File: src/shared/crs_pkg.sv
// Constants, register map and carrier types of the card reset sequencer
// and supply fault block.
// Assumes an 8-bit register port with 16-bit addresses.
package crs_pkg;

  // Register addresses
  localparam logic [15:0] CRS_ADDR_SUPPLY_CTL = 16'hFE03;
  localparam logic [15:0] CRS_ADDR_SIGNAL_CTL = 16'hFE0A;
  localparam logic [15:0] CRS_ADDR_REL_DELAY  = 16'hFE22;
  localparam logic [15:0] CRS_ADDR_FAULT_CTL  = 16'hFFD4;

  // Field positions
  localparam int unsigned CRS_FAULT_FLAG_BIT   = 5;
  localparam int unsigned CRS_SUPPLY_GOOD_BIT  = 3;
  localparam int unsigned CRS_HOLD_RESET_BIT   = 7;
  localparam int unsigned CRS_OVERRIDE_BIT     = 6;
  localparam int unsigned CRS_FAULT_DIS_BIT    = 5;
  localparam int unsigned CRS_THRESH_LSB       = 0;
  localparam int unsigned CRS_THRESH_W         = 3;

  // Reset values and write masks
  localparam logic [7:0] CRS_REL_DELAY_RST  = 8'h70;
  localparam logic [7:0] CRS_FAULT_CTL_RST  = 8'h00;
  localparam logic [7:0] CRS_SIGNAL_CTL_RST = 8'h00;
  localparam logic [7:0] CRS_FAULT_CTL_MASK = 8'h67;
  localparam logic [7:0] CRS_SIGNAL_CTL_MASK = 8'hBF;

  // Threshold codes: 2.3 V at the lowest, 0.1 V per step, 3.0 V at the top
  localparam logic [2:0] CRS_THRESH_MIN = 3'h0;
  localparam logic [2:0] CRS_THRESH_MAX = 3'h7;

  typedef enum logic [2:0] {
    CRS_ST_HOLD     = 3'b001,
    CRS_ST_DELAY    = 3'b010,
    CRS_ST_RELEASED = 3'b100
  } crs_seq_state_type;

  typedef struct packed {
    logic [15:0] addr;
    logic [7:0]  wdata;
    logic        wr;
    logic        rd;
  } crs_bus_req_type;

endpackage : crs_pkg

File: src/rtl/crs_card_reset.sv
// Card reset release sequencer and digital supply fault control.
// Assumes etu_tick_i is a one-cycle pulse on ref_clk_i, and that the
// supply comparator and card supply monitor drive asynchronous levels.
//
// Chosen here: strobed register access.
`timescale 1ns/1ps
`default_nettype none

// Behaviour
// - Eight-bit release delay register, reset 0x70, counts elementary time units.
// - Zero delay and hold clear: release as soon as card supply is good.
// - Nonzero delay postpones the release by that many time units.
// - Setting hold bit drives the card reset pin low.
// - Clearing hold bit releases reset only after the programmed delay.
// - Hold set before power-up keeps reset until delay after clearing.
// - Release logic acts on the currently selected card interface only.
// - Enabled fault and supply below threshold deactivates the active card.
// - Override high uses threshold field; low uses factory default threshold.
// - Writing one to the disable bit turns supply fault operation off.
// - Threshold codes 000 to 111 span 2.3 V to 3.0 V in 0.1 V.
// - Fault control register at 0xFFD4, reset 0x00, bits 6, 5, 2:0.
module crs_card_reset #(
  parameter int unsigned NUM_CARDS         = 2,
  parameter logic [2:0]  FACTORY_THRESHOLD = 3'h0
) (
  input  wire logic                     ref_clk_i,
  input  wire logic                     nrst_i,
  input  wire crs_pkg::crs_bus_req_type bus_i,
  output logic                    [7:0] rdata_o,
  input  wire logic                     etu_tick_i,
  input  wire logic               [1:0] card_select_i,
  input  wire logic                     card_supply_good_i,
  input  wire logic                     vdd_below_i,
  output logic          [NUM_CARDS-1:0] card_rst_n_o,
  output logic          [NUM_CARDS-1:0] card_deactivate_o,
  output logic                    [2:0] supply_fault_threshold_o,
  output logic                          supply_fault_flag_o
);

  generate
    if (NUM_CARDS < 1 || NUM_CARDS > 4) begin : g_bad_cards
      $error("crs_card_reset: NUM_CARDS must be 1 to 4");
    end
  endgenerate

  typedef struct packed {
    crs_pkg::crs_seq_state_type st;
    logic [7:0]                 count;
    logic [7:0]                 rel_delay;
    logic [7:0]                 sig_ctl;
    logic [7:0]                 fault_ctl;
    logic                       fault_flag;
    logic [7:0]                 rdata;
    logic [2:0]                 threshold;
    logic [1:0]                 sel;
    logic [NUM_CARDS-1:0]       rst_n;
    logic [NUM_CARDS-1:0]       deact;
  } crs_main_state_type;

  crs_main_state_type s_q;
  crs_main_state_type s_d;

  logic [1:0] pins_s;
  logic       supply_good_s;
  logic       vdd_below_s;
  logic       hold_reset;
  logic       fault_disable;
  logic       threshold_override;
  logic       fault_active;
  logic       sel_changed;
  logic       flag_clear;
  logic [7:0] supply_ctl_rd;
  logic [NUM_CARDS-1:0] sel_onehot;

  crs_sync #(
    .WIDTH (2)
  ) u_pin_sync (
    .ref_clk_i (ref_clk_i),
    .nrst_i    (nrst_i),
    .async_i   ({card_supply_good_i, vdd_below_i}),
    .sync_o    (pins_s)
  );

  assign supply_good_s      = pins_s[1];
  assign vdd_below_s        = pins_s[0];
  assign hold_reset         = s_q.sig_ctl[crs_pkg::CRS_HOLD_RESET_BIT];
  assign fault_disable      = s_q.fault_ctl[crs_pkg::CRS_FAULT_DIS_BIT];
  assign threshold_override = s_q.fault_ctl[crs_pkg::CRS_OVERRIDE_BIT];
  // Disable bit is active high despite its name
  assign fault_active       = !fault_disable && vdd_below_s;
  assign sel_changed        = (card_select_i != s_q.sel);
  assign flag_clear         = bus_i.wr && (bus_i.addr == crs_pkg::CRS_ADDR_SUPPLY_CTL)
                              && bus_i.wdata[crs_pkg::CRS_FAULT_FLAG_BIT];

  always_comb begin
    supply_ctl_rd = 8'h00;
    supply_ctl_rd[crs_pkg::CRS_FAULT_FLAG_BIT]  = s_q.fault_flag;
    supply_ctl_rd[crs_pkg::CRS_SUPPLY_GOOD_BIT] = supply_good_s;
  end

  always_comb begin
    s_d       = s_q;
    s_d.sel   = card_select_i;
    s_d.rdata = 8'h00;

    // Register writes
    if (bus_i.wr) begin
      case (bus_i.addr)
        crs_pkg::CRS_ADDR_SIGNAL_CTL: begin
          s_d.sig_ctl = bus_i.wdata & crs_pkg::CRS_SIGNAL_CTL_MASK;
        end
        crs_pkg::CRS_ADDR_REL_DELAY: begin
          s_d.rel_delay = bus_i.wdata;
        end
        crs_pkg::CRS_ADDR_FAULT_CTL: begin
          s_d.fault_ctl = bus_i.wdata & crs_pkg::CRS_FAULT_CTL_MASK;
        end
        default: begin
        end
      endcase
    end

    // Register reads, data in the following cycle only
    if (bus_i.rd) begin
      case (bus_i.addr)
        crs_pkg::CRS_ADDR_SUPPLY_CTL: s_d.rdata = supply_ctl_rd;
        crs_pkg::CRS_ADDR_SIGNAL_CTL: s_d.rdata = s_q.sig_ctl;
        crs_pkg::CRS_ADDR_REL_DELAY:  s_d.rdata = s_q.rel_delay;
        crs_pkg::CRS_ADDR_FAULT_CTL:  s_d.rdata = s_q.fault_ctl;
        default:                      s_d.rdata = 8'h00;
      endcase
    end

    // Sticky fault flag; a new fault beats a clear in the same cycle
    s_d.fault_flag = fault_active || (s_q.fault_flag && !flag_clear);

    // Factory default applies until firmware overrides after power-up
    if (threshold_override) begin
      s_d.threshold = s_q.fault_ctl[crs_pkg::CRS_THRESH_LSB +: crs_pkg::CRS_THRESH_W];
    end else begin
      s_d.threshold = FACTORY_THRESHOLD;
    end

    // Release sequencer
    case (s_q.st)
      crs_pkg::CRS_ST_HOLD: begin
        if (!hold_reset && supply_good_s) begin
          s_d.count = s_q.rel_delay;
          if (s_q.rel_delay == 8'h00) begin
            s_d.st = crs_pkg::CRS_ST_RELEASED;
          end else begin
            s_d.st = crs_pkg::CRS_ST_DELAY;
          end
        end
      end
      crs_pkg::CRS_ST_DELAY: begin
        if (etu_tick_i) begin
          if (s_q.count <= 8'h01) begin
            s_d.count = 8'h00;
            s_d.st    = crs_pkg::CRS_ST_RELEASED;
          end else begin
            s_d.count = s_q.count - 8'h01;
          end
        end
      end
      crs_pkg::CRS_ST_RELEASED: begin
      end
      default: begin
        s_d.st = crs_pkg::CRS_ST_HOLD;
      end
    endcase

    // Any of these forces reset back on; a fresh release restarts the count
    if (hold_reset || !supply_good_s || fault_active || sel_changed) begin
      s_d.st = crs_pkg::CRS_ST_HOLD;
    end

    // Pins follow the state just decided, so they move with it
    s_d.rst_n = (s_d.st == crs_pkg::CRS_ST_RELEASED) ? sel_onehot : '0;
    s_d.deact = fault_active ? sel_onehot : '0;
  end

  // Only the selected interface is released or deactivated
  for (genvar i = 0; i < NUM_CARDS; i++) begin : g_card
    assign sel_onehot[i] = (card_select_i == 2'(i));
  end

  always_ff @(posedge ref_clk_i) begin
    if (!nrst_i) begin
      s_q.st         <= crs_pkg::CRS_ST_HOLD;
      s_q.count      <= 8'h00;
      s_q.rel_delay  <= crs_pkg::CRS_REL_DELAY_RST;
      s_q.sig_ctl    <= crs_pkg::CRS_SIGNAL_CTL_RST;
      s_q.fault_ctl  <= crs_pkg::CRS_FAULT_CTL_RST;
      s_q.fault_flag <= 1'b0;
      s_q.rdata      <= 8'h00;
      s_q.threshold  <= FACTORY_THRESHOLD;
      s_q.sel        <= 2'h0;
      s_q.rst_n      <= '0;
      s_q.deact      <= '0;
    end else begin
      s_q <= s_d;
    end
  end

  assign rdata_o                  = s_q.rdata;
  assign card_rst_n_o             = s_q.rst_n;
  assign card_deactivate_o        = s_q.deact;
  assign supply_fault_threshold_o = s_q.threshold;
  assign supply_fault_flag_o      = s_q.fault_flag;

  logic [NUM_CARDS-1:0] sel_mask;
  always_comb begin
    sel_mask = '0;
    for (int j = 0; j < NUM_CARDS; j++) begin
      sel_mask[j] = (s_q.sel == j[1:0]);
    end
  end
endmodule : crs_card_reset

`default_nettype wire

File: src/rtl/crs_sync.sv
// Two-flop synchroniser for pin inputs of the card reset block.
// Assumes inputs are asynchronous to ref_clk_i and change slowly.
`timescale 1ns/1ps
`default_nettype none

module crs_sync #(
  parameter int unsigned WIDTH = 1
) (
  input  wire logic             ref_clk_i,
  input  wire logic             nrst_i,
  input  wire logic [WIDTH-1:0] async_i,
  output logic      [WIDTH-1:0] sync_o
);

  typedef struct packed {
    logic [WIDTH-1:0] meta;
    logic [WIDTH-1:0] stable;
  } crs_sync_state_type;

  crs_sync_state_type s_q;
  crs_sync_state_type s_d;

  generate
    if (WIDTH < 1) begin : g_bad_width
      $error("crs_sync: WIDTH must be at least 1");
    end
  endgenerate

  // First stage feeds only the second stage
  always_comb begin
    s_d        = s_q;
    s_d.meta   = async_i;
    s_d.stable = s_q.meta;
  end

  always_ff @(posedge ref_clk_i) begin
    if (!nrst_i) begin
      s_q <= '0;
    end else begin
      s_q <= s_d;
    end
  end

  assign sync_o = s_q.stable;

endmodule : crs_sync

`default_nettype wire

File: config.mk
export PLATFORM = sky130hd
export DESIGN_NAME = crs_card_reset
export DESIGN_NICKNAME = d
export VERILOG_FILES = /design/src/shared/crs_pkg.sv /design/src/rtl/crs_card_reset.sv /design/src/rtl/crs_sync.sv
export SDC_FILE = /design/constraint.sdc
export NUM_CORES = 1
export LEC_CHECK = 0
export BUFFER_PORTS_ARGS = -buffer_cell sky130_fd_sc_hd__buf_2
export CAP_MARGIN = 25
export CORE_ASPECT_RATIO = 1.25
export CORE_MARGIN = 4
export CORE_UTILIZATION = 58
export DETAILED_ROUTE_END_ITERATION = 8
export PLACE_DENSITY_LB_ADDON = 0.1
export SYNTH_ARGS = -nofsm -noshare
export SYNTH_HDL_FRONTEND = slang
export SYNTH_SLANG_ARGS = --single-unit
File: constraint.sdc
create_clock -name ref_clk_i -period 5.15 [get_ports ref_clk_i]
set_clock_uncertainty 0.2 [all_clocks]
set_input_delay 1.03 -clock ref_clk_i [delete_from_list [all_inputs] [get_ports ref_clk_i]]
set_output_delay 1.03 -clock ref_clk_i [all_outputs]
set_load 0.02 [all_outputs]
==> Yosys cells after proc, flatten, opt, wreduce, memory -nomap -nowiden <==
Index checks and enable logic that the tools add are counted.
{ "totals": {"output_inout_bits": 16, "in_bits": 33, "ff_bits": 53, "elab_cells": 60} }
{ "op_classes": {"n_addsub": 1, "n_lt_le_gt_ge": 1, "reduce_logical": 24, "eq_ne": 12, "muxes": 9} }
{ "op_table": {"columns": ["operator", "n"], "rows": [
  ["16-bit == test (second input constant)", 4],
  ["8-bit one-hot mux with 4 select lines", 1],
  ["11-bit two-way mux", 2],
  ["8-bit one-hot mux with 2 select lines", 1],
  ["2-bit AND reduction", 7],
  ["3-bit two-way mux", 3],
  ["3-bit one-hot mux with 3 select lines", 1],
  ["8-bit by 1-bit less-or-equal comparator with 1-bit output (second input constant)", 1],
  ["8-bit logical NOT", 1],
  ["8-bit two-way mux", 1],
  ["8-bit by 1-bit subtractor with 8-bit output (second input constant)", 1],
  ["3-bit == test (second input constant)", 2],
  ["1-bit logical AND", 5],
  ["1-bit logical NOT", 4],
  ["1-bit logical OR", 4],
  ["2-bit != test (second input constant)", 2],
  ["3-bit by 1-bit == test with 1-bit output (second input constant)", 1],
  ["3-bit by 2-bit == test with 1-bit output (second input constant)", 1],
  ["3-bit AND reduction", 1],
  ["2-bit by 1-bit == test with 1-bit output (second input constant)", 1],
  ["2-bit logical NOT", 1],
  ["2-bit != test", 1],
  ["2-bit nonzero test", 1]
]} }

==> Longest topological paths before layout <==
{ "logic_depth": {"word_depth": 7, "mapped_depth": 8} }

==> By module <==
A second synthesis with hierarchy kept.
{ "unflattened": {"cells_unflattened": 275, "hier_area_um2": 2562.5} }
{ "modules_own_cells": {"columns": ["mod", "area_each_um2", "cells_each", "instances"], "rows": [
  ["crs_card_reset", 2457.4, 267, 1],
  ["crs_sync", 105.1, 8, 1]
]} }

==> Worst setup path before layout <==
No wires, ideal clock.
{ "synth_timing": {"path_type": "input port to flip-flop", "startpoint": "in bus_i[24] (netlist name)", "endpoint": "reg s_q, in the netlist rdata_o[3]", "n_path_buf": 0, "path_stages": 5, "arrival_ns": 2.463, "required_time_ns": 4.883, "setup_slack_ns": 2.419, "cell_sequence": "nand4_4 > or4_4 > nor4_4 > o311ai_4 > a21oi_2"} }
{ "synth_via": {"elab_chain_cells": 2, "word_cells_on_any_way": 5, "classes_between": "eq/ne: 4; mux: 1"} }
{ "synth_lines": {"columns": ["item", "line_no", "rtl"], "rows": [
  ["from (decl)", "crs_card_reset.sv:28", "input wire crs_pkg::crs_bus_req_type bus_i,"],
  ["16-bit == test", "crs_card_reset.sv:125", "case (bus_i.addr)"],
  ["8-bit one-hot mux with 4 select lines (*)", "crs_card_reset.sv:125", null],
  ["to (decl)", "crs_card_reset.sv:60", "crs_main_state_type s_q;"]
]} }
Mark *: on every way between the ends. The rest lies on a longest branch, timed or not.
A chain may end at the register's enable or synchronous reset.

==> Final worst setup path <==
{ "layout_timing": {"startpoint": "in bus_i[18] (netlist name)", "endpoint": "reg s_q[28] (netlist name)"} }
{ "layout_via": {"elab_chain_cells": 2} }
{ "layout_lines": {"columns": ["item", "line_no", "rtl"], "rows": [
  ["16-bit == test", "crs_card_reset.sv:108", "case (bus_i.addr)"],
  ["2-bit AND reduction (no line)", null, null]
]} }
No other way between the ends.

==> results.sh <==
export IMPL_total_power_mw=0.755
export IMPL_setup_worst_path_class="in -> reg"
export IMPL_cts_max_level=2
export IMPL_grt_pass1_wl_um=8690
export IMPL_diodes=0
export IMPL_ant_nets=0
export IMPL_clk_insertion_delay_late_ns=0.30
export IMPL_yosysUniqueCellTypes=48
export IMPL_grt_pass1_vias=1959
export IMPL_start_util_pct=59.7
export IMPL_rr_startpoint="s_q[44]"
export IMPL_cp_max_fo=14
export IMPL_regArea_sq_mm=0.00106
export IMPL_fill_cells=376
export IMPL_leakage_nw=1.09
export IMPL_crit_start="bus_i[18]"
export IMPL_gp_congestion=0.849
export IMPL_die_w_um=65.8
export IMPL_r2r_cells=6
export IMPL_cts_buffers=5
export IMPL_drc=0
export IMPL_syn_to_final_growth_pct=11.7
export IMPL_drt_iter0_markers=134
export IMPL_cts_setup_buffers=0
export IMPL_cp_arrival_ns=2.92
export IMPL_die_y_um=80.3
export IMPL_numClockSinks=53
export IMPL_peakVddDrop_uv=187
export IMPL_via_per_inst=5.70
export IMPL_ctsHoldBuffers=0
export IMPL_root_buffer="clkbuf_8"
export IMPL_synthesis_instances=260
export IMPL_synthFlopType="dfxtp_1"
export IMPL_grt_start_max_net_pins=44
export IMPL_synthesis_nets=295
export IMPL_via_count=1988
export IMPL_critPathCaptureType="flop"
export IMPL_finalHoldViolCount=0
export IMPL_rows=26
export IMPL_cts_tree="built"
export IMPL_hp_class="reg -> reg"
export IMPL_synth_edff_count=0
export IMPL_max_cap_violations=0
export IMPL_synth_warnings=0
export IMPL_rsz0062_at_grt="false"
export IMPL_cpPeakStageDelay_ns=0.81
export IMPL_dieArea_sq_mm=0.00529
export IMPL_setup_tns_ns=0
export IMPL_ioPinCount=49
export IMPL_async_reset_ff_share_pct=0
export IMPL_multi_input_area_sq_mm=0.00120
export IMPL_clk_pin_slew_ns=0.09
export IMPL_fin_cells=349
export IMPL_synth_seq_cells=53
export IMPL_required_ns=5.18
export IMPL_drt_first_pass_iters=5
export IMPL_avgSynthCellArea_sq_um=9.33
export IMPL_min_path_cells=1
export IMPL_slew_violations=0
export IMPL_dp_cells=341
export IMPL_cts_resized=0
export IMPL_antenna_found_initial=0
export IMPL_fin_crit_ns=2.89
export IMPL_ys_seq_area_share_pct=43.7
export IMPL_crit_chain="buf_2 -> nor4b_2 -> nand4bb_1 -> nor2b_1 -> nand3_1 -> a21boi_0"
export IMPL_io_buffers=48
export IMPL_totalWireLength_um=5220
export IMPL_drive_gt1_share_pct=21.8
export IMPL_final_setup_worst_slack_ns=2.26
export IMPL_power_density_mw_per_mm2=278
export IMPL_wl_per_cell_um=15.0
export IMPL_finalCritPeriodShare_pct=56.1
export IMPL_grt_overflow_total=0
export IMPL_fin_area_sq_mm=0.00271
export IMPL_holdWs_ns=0.238
export IMPL_worstHoldStart="u_pin_sync.s_d[1]"
export IMPL_relSlewSlack_pct=33.8
export IMPL_cp_slowest_cell="nor2b_1"
export IMPL_fmax_ghz=0.346
export IMPL_setup_viol=0
export IMPL_cts_buffer_depth=2
export IMPL_placed_cell_area_sq_mm=0.00259
export IMPL_grtUsageTotal_pct=21.3
export IMPL_critPathLaunchType="input port"
export IMPL_final_nets=327
export IMPL_dpl_hpwl_um=3750
export IMPL_pre_cts_ws_ns=1.98
export IMPL_core_sq_mm=0.00407
export IMPL_status="finished clean"
export IMPL_worst_pin_slew_ns=0.990
export IMPL_utilization_pct=66.6
export IMPL_synth_area_sq_mm=0.00243
-- cell type report --
| cell class | count | area share, % |
|---|---|---|
| flip-flops and latches | 53 | 39.2 |
| well taps | 56 | 2.59 |
| clock buffers | 7 | 3.19 |
| repair buffers | 49 | 9.14 |
| multi-input cells | 179 | 44.3 |
| clock inverters | 1 | 1.11 |
| inverters | 4 | 0.554 |
-- critical path: cells and delay by family --
family                 cells  cell delay (ns)
AND/OR/NAND/NOR            4             1.57
AO/OA/AOI/OAI              1             0.19
buffers and inverters      1             0.11
-- state kept, by name, indices dropped and copies added, names as in the netlist, 2 cells and up --
signal                    count
supply_fault_threshold_o      3
card_deactivate_o             2
u_pin_sync.s_d                2
s_q                          31
u_pin_sync.sync_o             2
rdata_o                       8
card_rst_n_o                  2
-- final timing paths --
path | endpoint | slack, ns
hold reg to reg | u_pin_sync.sync_o[1] | 0.24
setup / recovery | s_q[28] | 2.26
setup reg to reg | s_q[49] | 3.10
hold / removal | u_pin_sync.sync_o[1] | 0.24
-- cells by family after synthesis --
logic type                 after synthesis  synth area share, %
adders and majority gates                2                 1.03
muxes                                    9                 3.71
AOI/OAI and AO/OA                       55                 17.2
and+or+nand+nor                        109                 26.0
DFF                                     53                 43.7
buffers and inverters                   28                 6.81
xor gates and xnor gates                 4                 1.44
-- cell usage after synthesis, types with 4 or more instances --
cell | n | area (sq um)
a21boi_0 | 8 | 60.1
inv_1 | 4 | 15.0
a22oi_1 | 5 | 37.5
dfxtp_1 | 53 | 1060
a21oi_1 | 5 | 25.0
nor2_1 | 14 | 52.6
nand3_1 | 18 | 90.1
a32o_1 | 6 | 60.1
mux2i_1 | 9 | 90.1
nor2b_1 | 8 | 50.1
a21boi_1 | 4 | 30.0
nand2_1 | 24 | 90.1
nand2b_1 | 5 | 31.3
nor3_1 | 6 | 30.0
and2_1 | 7 | 43.8
o21ai_0 | 14 | 70.1
buf_4 | 15 | 113
nor3b_1 | 6 | 45.0
clkbuf_1 | 5 | 18.8
-- cell usage in the layout (no fill, tap or decap), types with 2 or more instances in the layout --
cell / Yosys / routed
dfxtp_1: 53 / 53
buf_2: 3 / 48
nand2_1: 24 / 24
nand3_1: 18 / 18
nor2_1: 14 / 14
o21ai_0: 14 / 14
mux2i_1: 9 / 9
nor2b_1: 8 / 8
a21boi_0: 8 / 8
and2_1: 7 / 7
nor3_1: 6 / 6
nor3b_1: 6 / 6
a32o_1: 6 / 6
clkbuf_8: 0 / 6
nand2b_1: 5 / 5
a21oi_1: 5 / 5
a22oi_1: 5 / 5
inv_1: 4 / 4
a21boi_1: 4 / 4
a222oi_1: 3 / 3
and3_1: 3 / 3
xor2_1: 3 / 3
nor4b_1: 3 / 3
nor4_1: 3 / 3
or3_1: 2 / 2
a21oi_2: 2 / 2
ha_1: 2 / 2
-- layer usage --
| layer | vias up | wire (um) | track usage [%] |
|---|---|---|---|
| li1 | 992 | - | - |
| met1 | 943 | 2240 | 25.2 |
| met2 | 45 | 2660 | 37.3 |
| met3 | 8 | 256 | 4.06 |
| met4 | 0 | 65 | 8.30 |
| met5 | - | 0 | 0 |
-- where the power goes --
part / switching (mW) / internal [mW]
Sequential: 0.00274 / 0.414
Clock: 0.129 / 0.159
Combinational: 0.0288 / 0.0219
Power figures use the tool's default switching activity.
